$ cat config.mk
export PLATFORM = sky130hd
export DESIGN_NAME = event_action_sequencer
export DESIGN_NICKNAME = d
export VERILOG_FILES = /design/src/hw/seq_pkg.sv /design/src/hw/event_action_sequencer.sv
export VERILOG_INCLUDE_DIRS = /design/src /design/src/hw
export SDC_FILE = /design/constraint.sdc
export NUM_CORES = 1
export LEC_CHECK = 0
export ABC_AREA = 1
export BUFFER_PORTS_ARGS = -buffer_cell sky130_fd_sc_hd__clkbuf_2
export CORE_ASPECT_RATIO = 1.75
export CORE_MARGIN = 3
export CORE_UTILIZATION = 25
export DETAILED_ROUTE_END_ITERATION = 10
export GPL_ROUTABILITY_DRIVEN = 0
export PLACE_DENSITY = 0.43
export SLEW_MARGIN = 15
export SYNTH_ARGS = -nofsm -noshare
export SYNTH_HDL_FRONTEND = slang
export SYNTH_SLANG_ARGS = --single-unit
$ cat constraint.sdc
create_clock -name sys_clk -period 4.13 [get_ports sys_clk]
set_input_delay 0.826 -clock sys_clk [delete_from_list [all_inputs] [get_ports sys_clk]]
set_output_delay 0.826 -clock sys_clk [all_outputs]
set_load 0.05 [all_outputs]
$ cat src/hw/seq_cfg.svh
`ifndef SEQ_CFG_SVH
`define SEQ_CFG_SVH
`define SEQ_DEPTH        20
`define SEQ_IDX_W        5
`define SEQ_CODE_W       8
`define SEQ_SCAN_NS      1000
`define SEQ_CLK_NS       5
`define SEQ_SCAN_CYCLES  (`SEQ_SCAN_NS / `SEQ_CLK_NS)
`define SEQ_SCAN_W       8
`define EV_FALSE         8'h00
`define EV_TRUE          8'h01
`define EV_ON_REF        8'h04
`define EV_TIMER0_DONE   8'h1e
`define EV_EXT_BASE      8'h40
`define ACT_NONE         8'h01
`define ACT_PRESET0      8'h0a
`define ACT_PRESET1      8'h0b
`define ACT_TIMER0_START 8'h1d
`endif

$ cat src/hw/seq_pkg.sv
`include "seq_cfg.svh"
package seq_pkg;
  typedef logic [`SEQ_CODE_W-1:0] code_t;
  typedef logic [`SEQ_IDX_W-1:0]  idx_t;
  typedef struct packed {
    logic  valid;
    idx_t  index;
    code_t code;
  } action_s;
  typedef struct packed {
    logic       we;
    idx_t       index;
    code_t      event_code;
    code_t      action_code;
  } prog_s;
  typedef enum logic [1:0] {st_off, st_idle, st_run} seq_state_e;
endpackage

$ cat src/hw/event_action_sequencer.sv
// Operation
// RULE_01: on start, test only the first event each scan until it is true.
// RULE_02: event n true performs action n, then event n+1 is tested next scan.
// RULE_03: one event tested per scan; false means no action, nothing else tested.
// RULE_04: zero to twenty pairs may be programmed; storage covers twenty.
// RULE_05: after the last pair, return to the first; sequence repeats forever.
// RULE_06: events and actions sit in two arrays; same index forms one state.
// RULE_07: events from inside the drive or an outside controller both trigger actions.
// RULE_08: runs only while enabled; disabled means no testing and no actions.
// RULE_09: event codes: false 0, true 1, on-reference 4, timer-zero expired 30.
// RULE_10: action codes: none 1, preset zero 10, preset one 11, start timer zero 29.
// RULE_11: zero pairs keeps the sequencer idle; enabling resets index to first pair.
`timescale 1ns/1ps
`default_nettype none
`include "seq_cfg.svh"
module event_action_sequencer (
  // clock and reset
  input  wire logic             sys_clk,
  input  wire logic             rst_n,
  // configuration
  input  wire logic             enable,
  input  wire seq_pkg::idx_t    pair_count,
  input  wire seq_pkg::prog_s   prog,
  // event sources
  input  wire logic             on_reference,
  input  wire logic             timer0_expired,
  input  wire logic [7:0]       ext_events,
  // action outputs and current index
  output var  seq_pkg::action_s action,
  output logic                  preset_select,
  output logic                  timer0_start,
  output seq_pkg::idx_t         current_index
);
  import seq_pkg::*;

  // reset is asserted at once but released in step with the clock, so no
  // flip-flop leaves reset on a different edge from its neighbours
  logic rst_meta;
  logic rst_sync_n;
  logic next_rst_meta;
  logic next_rst_sync_n;
  always_comb begin
    next_rst_meta   = 1'b1;
    next_rst_sync_n = rst_meta;
  end
  always_ff @(posedge sys_clk or negedge rst_n) begin
    if (!rst_n) begin
      rst_meta   <= 1'b0;
      rst_sync_n <= 1'b0;
    end else begin
      rst_meta   <= next_rst_meta;
      rst_sync_n <= next_rst_sync_n;
    end
  end

  // pin-level inputs are asynchronous to the scan clock; each passes two
  // flip-flops before the event decode may look at it
  logic [9:0] ev_meta;
  logic [9:0] ev_sync;
  logic [9:0] next_ev_meta;
  logic [9:0] next_ev_sync;
  always_comb begin
    next_ev_meta = {ext_events, timer0_expired, on_reference};
    next_ev_sync = ev_meta;
  end
  always_ff @(posedge sys_clk or negedge rst_sync_n) begin
    if (!rst_sync_n) begin
      ev_meta <= 10'h000;
      ev_sync <= 10'h000;
    end else begin
      ev_meta <= next_ev_meta;
      ev_sync <= next_ev_sync;
    end
  end

  code_t event_table  [`SEQ_DEPTH]; // RULE_06
  code_t action_table [`SEQ_DEPTH]; // RULE_06
  // writes beyond the last entry are dropped rather than wrapping onto entry 0
  logic  table_we;
  always_comb begin
    table_we = prog.we && (prog.index < `SEQ_IDX_W'(`SEQ_DEPTH)); // RULE_04
  end
  always_ff @(posedge sys_clk) begin
    if (table_we) begin
      event_table[prog.index]  <= prog.event_code;
      action_table[prog.index] <= prog.action_code;
    end
  end

  // scan interval divider; free running from reset, so the first test after
  // enable may come up to one full interval later
  logic [`SEQ_SCAN_W-1:0] scan_cnt;
  logic [`SEQ_SCAN_W-1:0] next_scan_cnt;
  logic                   scan_tick;
  always_comb begin
    scan_tick     = (scan_cnt == `SEQ_SCAN_W'(`SEQ_SCAN_CYCLES - 1));
    next_scan_cnt = scan_tick ? '0 : scan_cnt + 1'b1;
  end
  always_ff @(posedge sys_clk or negedge rst_sync_n) begin
    if (!rst_sync_n) begin
      scan_cnt <= '0;
    end else begin
      scan_cnt <= next_scan_cnt;
    end
  end

  // clamp keeps a too-large count from indexing past storage
  idx_t count_eff;
  always_comb begin
    count_eff = (pair_count > `SEQ_IDX_W'(`SEQ_DEPTH)) ? `SEQ_IDX_W'(`SEQ_DEPTH)
                                                       : pair_count; // RULE_04
  end

  // codes outside the list and the external range 0x40-0x47 read as false, so a stale or mistyped entry stalls
  // the sequence at that pair instead of firing its action
  function automatic logic event_true(input code_t c, input logic [9:0] ev);
    logic r;
    r = 1'b0;
    case (c)
      `EV_FALSE:       r = 1'b0;  // RULE_09
      `EV_TRUE:        r = 1'b1;  // RULE_09
      `EV_ON_REF:      r = ev[0]; // RULE_09
      `EV_TIMER0_DONE: r = ev[1]; // RULE_09
      default: begin
        if (c >= `EV_EXT_BASE && c < `EV_EXT_BASE + 8'h08) begin
          r = ev[2 + c[2:0]]; // RULE_07
        end
      end
    endcase
    return r;
  endfunction

  seq_state_e state;
  seq_state_e next_state;
  idx_t       index;
  idx_t       next_index;
  action_s    next_action;
  logic       hit;
  code_t      act_code;
  // the wrap compares against the clamped count, so a count lowered while
  // running still brings the index back to the first pair at the next hit
  idx_t       index_inc;
  logic       at_last;
  always_comb begin
    index_inc = index + 1'b1;
    at_last   = (index_inc >= count_eff); // RULE_05
  end

  always_comb begin
    next_state  = state;
    next_index  = index;
    next_action = '0;
    hit         = 1'b0;
    act_code    = action_table[index];
    unique case (state)
      st_off: begin
        next_index = '0; // RULE_11
        if (enable) next_state = (count_eff == '0) ? st_idle : st_run;
      end
      st_idle: begin
        next_index = '0; // RULE_11
        if (!enable) next_state = st_off; // RULE_08
        else if (count_eff != '0) next_state = st_run;
      end
      st_run: begin
        if (!enable) begin
          next_state = st_off; // RULE_08
        end else if (count_eff == '0) begin
          next_state = st_idle; // RULE_11
        end else if (scan_tick) begin
          hit = event_true(event_table[index], ev_sync); // RULE_01 RULE_03
          if (hit) begin
            next_action = '{valid: 1'b1, index: index, code: act_code}; // RULE_02
            if (at_last) next_index = '0; // RULE_05
            else next_index = index_inc; // RULE_02
          end
        end
      end
    endcase
  end

  // action leaves reset with state and index, so no stale action follows reset
  always_ff @(posedge sys_clk or negedge rst_sync_n) begin
    if (!rst_sync_n) begin
      state  <= st_off;
      index  <= '0;
      action <= '0;
    end else begin
      state  <= next_state;
      index  <= next_index;
      action <= next_action;
    end
  end

  // preset choice is a level that holds until another preset action
  logic next_preset;
  logic next_t0;
  always_comb begin
    next_preset = preset_select;
    next_t0     = 1'b0;
    if (next_action.valid) begin
      case (next_action.code)
        `ACT_NONE:         next_t0     = 1'b0; // RULE_10
        `ACT_PRESET0:      next_preset = 1'b0; // RULE_10
        `ACT_PRESET1:      next_preset = 1'b1; // RULE_10
        `ACT_TIMER0_START: next_t0     = 1'b1; // RULE_10
        default:           next_t0     = 1'b0;
      endcase
    end
  end
  always_ff @(posedge sys_clk or negedge rst_sync_n) begin
    if (!rst_sync_n) begin
      preset_select <= 1'b0;
      timer0_start  <= 1'b0;
    end else begin
      preset_select <= next_preset;
      timer0_start  <= next_t0;
    end
  end

  assign current_index = index;
endmodule
`default_nettype wire

==> impl_metrics.env, run 1 <==
export IMPL_critPathArrivalTime_ns=3.71
export IMPL_rsz0062_at_grt="false"
export IMPL_crit_top_cell="nand2_1"
export IMPL_yosysUniqueCellTypes=51
export IMPL_postCtsSetupBuffers=0
export IMPL_start_util=0.254
export IMPL_hold_ws_ns=0.0674
export IMPL_grt_use_total=0.139
export IMPL_synth_seq_cells=373
export IMPL_final_setup_tns_ns=0
export IMPL_status="completed"
export IMPL_crit_fanout=31
export IMPL_htreeDepth=2
export IMPL_clk_pin_slew_ns=0.06
export IMPL_netlist_area_sq_um=15700
export IMPL_overflow=0
export IMPL_areaGrowthSynthToFinish_pct=15.8
export IMPL_ant_nets=0
export IMPL_max_stage_delay_ns=0.51
export IMPL_wl_per_cell_microns=20.6
export IMPL_crit_start="current_index[0]"
export IMPL_synth_common_cells="edfxtp_1 (320), nand2_1 (298), nand3_1 (133), inv_1 (118), nor2_1 (109)"
export IMPL_worst_setup_path_start_kind="flop"
export IMPL_core_sq_um=61700
export IMPL_power_mw=8.91
export IMPL_hold_viol=0
export IMPL_insertion_delay_ns=0.54
export IMPL_finClkSkew_ns=0.0188
export IMPL_leakagePower_nw=6.88
export IMPL_die_area_sq_um=65900
export IMPL_fin_crit_sh=0.801
export IMPL_drtPass1Iterations=5
export IMPL_finalCriticalPeriod_ns=3.31
export IMPL_antenna_found_initial=1
export IMPL_synth_area_leaders="edfxtp_1 (61%), dfrtp_1 (8.5%), nand2_1 (7.1%)"
export IMPL_grt_max_degree=97
export IMPL_first_global_vias=10434
export IMPL_die_x_microns=195
export IMPL_final_nets=1463
export IMPL_slew_violations=0
export IMPL_setup_violations=0
export IMPL_drt_initial_drc_count=644
export IMPL_netlist_instances=1348
export IMPL_vias=10112
export IMPL_ys_warn_count=0
export IMPL_dieHeight_microns=337
export IMPL_critPathKind="reg2reg"
export IMPL_vdd_drop_max_v=0.000255
export IMPL_synth_area_per_cell_sq_um=11.6
export IMPL_ys_seq_area_frac=0.698
export IMPL_ys_async_sr_fraction=0.142
export IMPL_syn_nets=1399
export IMPL_netlist_area_leader_share=0.613
export IMPL_cts_made_buffers=37
export IMPL_hpwl_mm=27.9
export IMPL_utilization=0.294
export IMPL_io_pins=61
export IMPL_synth_edf_count=320
export IMPL_max_cap_violations=0
export IMPL_clockRootBuffer="clkbuf_16"
export IMPL_cts_tree="done"
export IMPL_required_ns=4.53
export IMPL_cts_sinks=373
export IMPL_cts_resized=0
export IMPL_drive_gt1_frac=0.138
export IMPL_cpMaxStageDelayCell="dfrtp_4"
export IMPL_synth_most_common_cell="edfxtp_1"
export IMPL_clock_path_buffers=3
export IMPL_relSlewSlack=0.337
export IMPL_yosysTopAreaCell="edfxtp_1"
export IMPL_fmax_mhz=302
export IMPL_end_kind="flop"
export IMPL_viasPerCell=4.53
export IMPL_grt_pass1_wl_mm=67.8
export IMPL_cts_hold_buf=0
export IMPL_ys_flop_type="edfxtp_1"
export IMPL_routed_wirelength_mm=46.0
export IMPL_tightest_slew_ns=0.992
export IMPL_min_path_type="in2async"
export IMPL_drc=0
export IMPL_power_density_nw_per_um2=491
export IMPL_portBuffers=60
export IMPL_reg2reg_from="current_index[0]"
export IMPL_crit_chain="inv_4 -> buf_4 -> buf_4 -> nor2_1 -> o221ai_1 -> nand2_1 -> a21oi_1 -> nand3_1 -> a21oi_1 -> nand2_1 -> nand2_4 -> nand2_1 -> o21ai_2 -> nand3_1 -> o21ai_0"
export IMPL_row_count=120
## layout by cell type, fill, tap and decap left out, types with 4 or more instances in the layout
cell type,synthesis,layout
dfrtp_1,53,50
a211oi_1,5,5
nor3_1,7,7
nand3_2,4,4
nand3_1,133,133
clkinv_2,0,6
nand2_1,298,298
nor2_2,1,7
a221oi_1,4,4
inv_1,118,118
a32o_1,14,14
a21oi_1,67,67
clkbuf_1,11,5
a221o_1,11,11
buf_4,11,30
nand4_1,5,5
o21ai_1,14,14
or2_2,9,9
edfxtp_1,320,320
nor2_4,0,14
clkinv_1,2,8
nor2_1,109,89
o211ai_1,16,16
ha_1,11,11
or2_1,7,7
o21ai_0,30,30
clkbuf_2,0,61
clkbuf_16,0,39
## through the flow
stage          setup WS (ns)  instances  cell area [sq um]
6_report               0.823       2234              18100
2_1_floorplan           1.23       1348              15700
3_5_place_dp           0.763       2166              17000
3_3_place_gp           0.779       2166              17000
5_1_grt                0.528       2234              18100
4_1_cts                0.759       2233              18100
## path summary, 6_finish.rpt
path / to / slack [ns] / cells past startpoint
hold / removal: next_rst_sync_n / 0.07 / 1
setup / recovery: current_index[0] / 0.82 / 15
min in group sys_clk: ev_sync[2] / 0.35 / 0
max in group asynchronous: current_index[0] / 3.23 / 1
hold reg to reg: ev_sync[2] / 0.35 / 0
setup reg to reg: current_index[0] / 0.82 / 15
## cells by family after synthesis
kind of cell	count (synthesis)	share of synthesized area
simple gates	585	0.159
flops	373	0.698
buf+inv	193	0.0575
compound gates	181	0.0745
fa+ha+maj	11	0.00878
xor+xnor	4	0.00224
other cells	1	0.000239
## layout make-up
class / instances / area [sq um]
fillers: 6255 / 43600
flip-flops and latches: 373 / 10900
multi-input cells: 782 / 3960
clock buffers: 48 / 1040
well taps: 793 / 992
repair buffers: 93 / 586
inverters: 125 / 473
clock inverters: 19 / 155
diodes: 1 / 2.50
## layer usage
metal / share of wire / wire length [microns] / vias up / GRT usage
met5: 0 / 0 / - / 0
li1: - / - / 4816 / -
met2: 0.55 / 25100 / 204 / 0.265
met3: 0.030 / 1360 / 86 / 0.0165
met1: 0.38 / 17500 / 5006 / 0.151
met4: 0.044 / 2010 / 0 / 0.0671
## power breakdown
group          total (mW)  internal [mW]  switching (mW)
registers            4.18           4.16          0.0249
clock network        3.37           1.92            1.45
logic                1.35          0.399           0.952
## state kept, by name, indices dropped and copies added (netlist names)
| signal | flops |
|---|---|
| state | 2 |
| ev_sync | 10 |
| ev_meta | 10 |
| action | 14 |
| next_rst_sync_n | 1 |
| current_index | 5 |
| scan_cnt | 8 |
| rst_sync_n | 1 |
| preset_select | 1 |
| action_table | 160 |
| event_table | 160 |
| timer0_start | 1 |
## critical path: cells and delay by family (launching register included)
family	cells	cell delay [ns]
simple gates	7	0.71
buf+inv	3	0.86
compound gates	5	1.05
flops	1	0.51
(Power assumes the default switching activity.)
==> inputs of run 2 (changes only) <==
Settings changed: PLACE_DENSITY 0.43 to 0.44.
Clock period 4.13 ns to 2.8 ns, I/O delays scaled along.
==> impl_metrics.env, run 2 (same netlist as run 1, synthesis figures left out) <==
export IMPL_finClkSkew_ns=0.0213
export IMPL_htreeDepth=2
export IMPL_finalCriticalPeriod_ns=2.97
export IMPL_final_nets=1563
export IMPL_min_path_type="in2reg"
export IMPL_fmax_mhz=337
export IMPL_dp_cells=2252
export IMPL_grt_max_degree=40
export IMPL_p_int_mw=9.81
export IMPL_cts_tree="done"
export IMPL_areaGrowthSynthToFinish_pct=22.8
export IMPL_grt_use_total=0.143
export IMPL_first_global_vias=10861
export IMPL_fin_ws_ns=-0.166
export IMPL_ant_nets=0
export IMPL_final_cell_count_no_fill=2331
export IMPL_vias=10609
export IMPL_reg_largest_list="action_table: 160 flops, event_table: 160 flops, action: 14 flops"
export IMPL_slew_violations=0
export IMPL_antennaDiodeCount=0
export IMPL_layout_commonest_cell="edfxtp_1"
export IMPL_fin_crit_sh=1.06
export IMPL_drtPass1Iterations=4
export IMPL_post_place_ws_ns=-0.260
export IMPL_critPathKind="reg2reg"
export IMPL_vdd_drop_max_v=0.000344
export IMPL_rsz0062_at_grt="true"
export IMPL_power_density_nw_per_um2=707
export IMPL_p_comb_frac=0.195
export IMPL_sw_frac_of_total=0.278
export IMPL_die_x_microns=195
export IMPL_die_area_sq_um=65900
export IMPL_drive_gt1_frac=0.224
export IMPL_clk_pin_slew_ns=0.06
export IMPL_start_util=0.254
export IMPL_hpwl_mm=31.0
export IMPL_worst_setup_path_start_kind="flop"
export IMPL_drc=0
export IMPL_status="complete, but fails checks"
export IMPL_io_pins=61
export IMPL_cts_sinks=373
export IMPL_row_count=120
export IMPL_leakagePower_nw=7.47
export IMPL_grt_pass1_wl_mm=70.2
export IMPL_overflow=0
export IMPL_antenna_found_initial=0
export IMPL_hold_viol=0
export IMPL_max_cap_violations=0
export IMPL_relSlewSlack=0.485
export IMPL_critPathArrivalTime_ns=3.41
export IMPL_tightest_slew_ns=0.772
export IMPL_clockRootBuffer="clkbuf_16"
export IMPL_crit_fanout=7
export IMPL_routed_wirelength_mm=47.6
export IMPL_power_frac_clock=0.349
export IMPL_core_sq_um=61700
export IMPL_utilization=0.312
export IMPL_insertion_delay_ns=0.55
export IMPL_wl_per_cell_microns=20.4
export IMPL_fillers=6217
export IMPL_drt_initial_drc_count=582
export IMPL_p_seq_frac=0.456
export IMPL_dieHeight_microns=337
export IMPL_end_kind="flop"
export IMPL_setup_violations=19
export IMPL_required_ns=3.25
export IMPL_mostFrequentLayoutCells="edfxtp_1 (320), nand2_1 (285), nand3_1 (121)"
export IMPL_violations="setup timing"
export IMPL_p_sw_mw=3.79
export IMPL_portBuffers=60
export IMPL_clock_path_buffers=3
export IMPL_viasPerCell=4.55
export IMPL_cts_made_buffers=37
run 2: cell types whose count changed in the layout (fill, tap and decap cells not counted), sizes merged:
| cell | delta |
|---|---|
| buf | +97 |
| dlygate4sd3 | +1 |
| diode | -1 |
| clkinv | -1 |
| bufbuf | +1 |
| bufinv | -2 |
| clkinvlp | +1 |
| inv | -3 |
| clkbuf | +4 |
run 2: final cells by class:
cell class,instances,area [sq um],area share
clock inverters,14,77.6,0.00403
flip-flops and latches,373,10900,0.569
multi-input cells,782,4130,0.214
inverters,125,480,0.0250
clock buffers,51,1040,0.0540
well taps,793,992,0.0516
repair buffers,193,1590,0.0824
run 2: what timing repair did:
action                                  4_1_cts  5_1_grt
hold buffers                                  1        0
buffers inserted                              6        2
gates resized for setup                      61       16
cloned                                        4        1
hold endpoints to repair                      2        0
pin swaps                                     5       11
endpoints found under the setup margin       20       21
run 2: power groups by stage:
stage / Combinational [mW] / Clock [mW] / Sequential [mW]
final: 2.65 / 4.75 / 6.20
after global routing: 2.91 / 5.09 / 6.21
after CTS: 2.61 / 4.88 / 6.21
after detailed placement: 2.33 / 0 / 6.30
after global placement: 2.31 / 0 / 6.30
after floorplan: 1.45 / 0 / 6.30
run 2: layer usage:
layer | routed length, microns | share of wire | track usage
met4 | 1900 | 0.040 | 0.0578
met2 | 26700 | 0.56 | 0.282
met3 | 1610 | 0.034 | 0.0158
met5 | 0 | 0 | 0
met1 | 17400 | 0.37 | 0.154
run 2: worst paths after layout:
check                      slack, ns  cells after the start             start               end
max                            -0.17                     19  current_index[0]  current_index[0]
max reg2reg                    -0.17                     19  current_index[0]  current_index[0]
min in group asynchronous       0.34                      0        rst_sync_n      timer0_start
min                             0.13                      1     ext_events[5]        ev_meta[7]
min reg2reg                     0.34                      0        rst_sync_n      timer0_start
max in group asynchronous       1.76                      1        rst_sync_n        ev_meta[8]
run 2: critical path: stages (launching register included):
cell,delay (ns)
dfrtp_4,0.59
buf_4,0.19
buf_16,0.13
nand2_1,0.06
nand3_1,0.07
nand2_1,0.08
nand2_1,0.05
nand3_1,0.12
nand3_2,0.10
nand2_4,0.13
ha_4,0.21
nor2_2,0.08
o211ai_1,0.10
a21oi_1,0.18
nand2_1,0.12
nand2_4,0.12
nand2_2,0.09
o21ai_4,0.23
nand3_1,0.12
o21ai_2,0.10
run 2: metrics by stage:
step | power [mW] | setup TNS, ns | cell area, sq um | hold slack [ns]
floorplan | 7.76 | 0 | 15700 | 0.264
global route | 14.2 | -4.58 | 19200 | 0.0985
global placement | 8.61 | -2.48 | 17700 | 0.335
detailed placement | 8.63 | -2.77 | 17700 | 0.336
CTS | 13.7 | -1.24 | 19100 | 0.100
finish | 13.6 | -1.65 | 19200 | 0.125
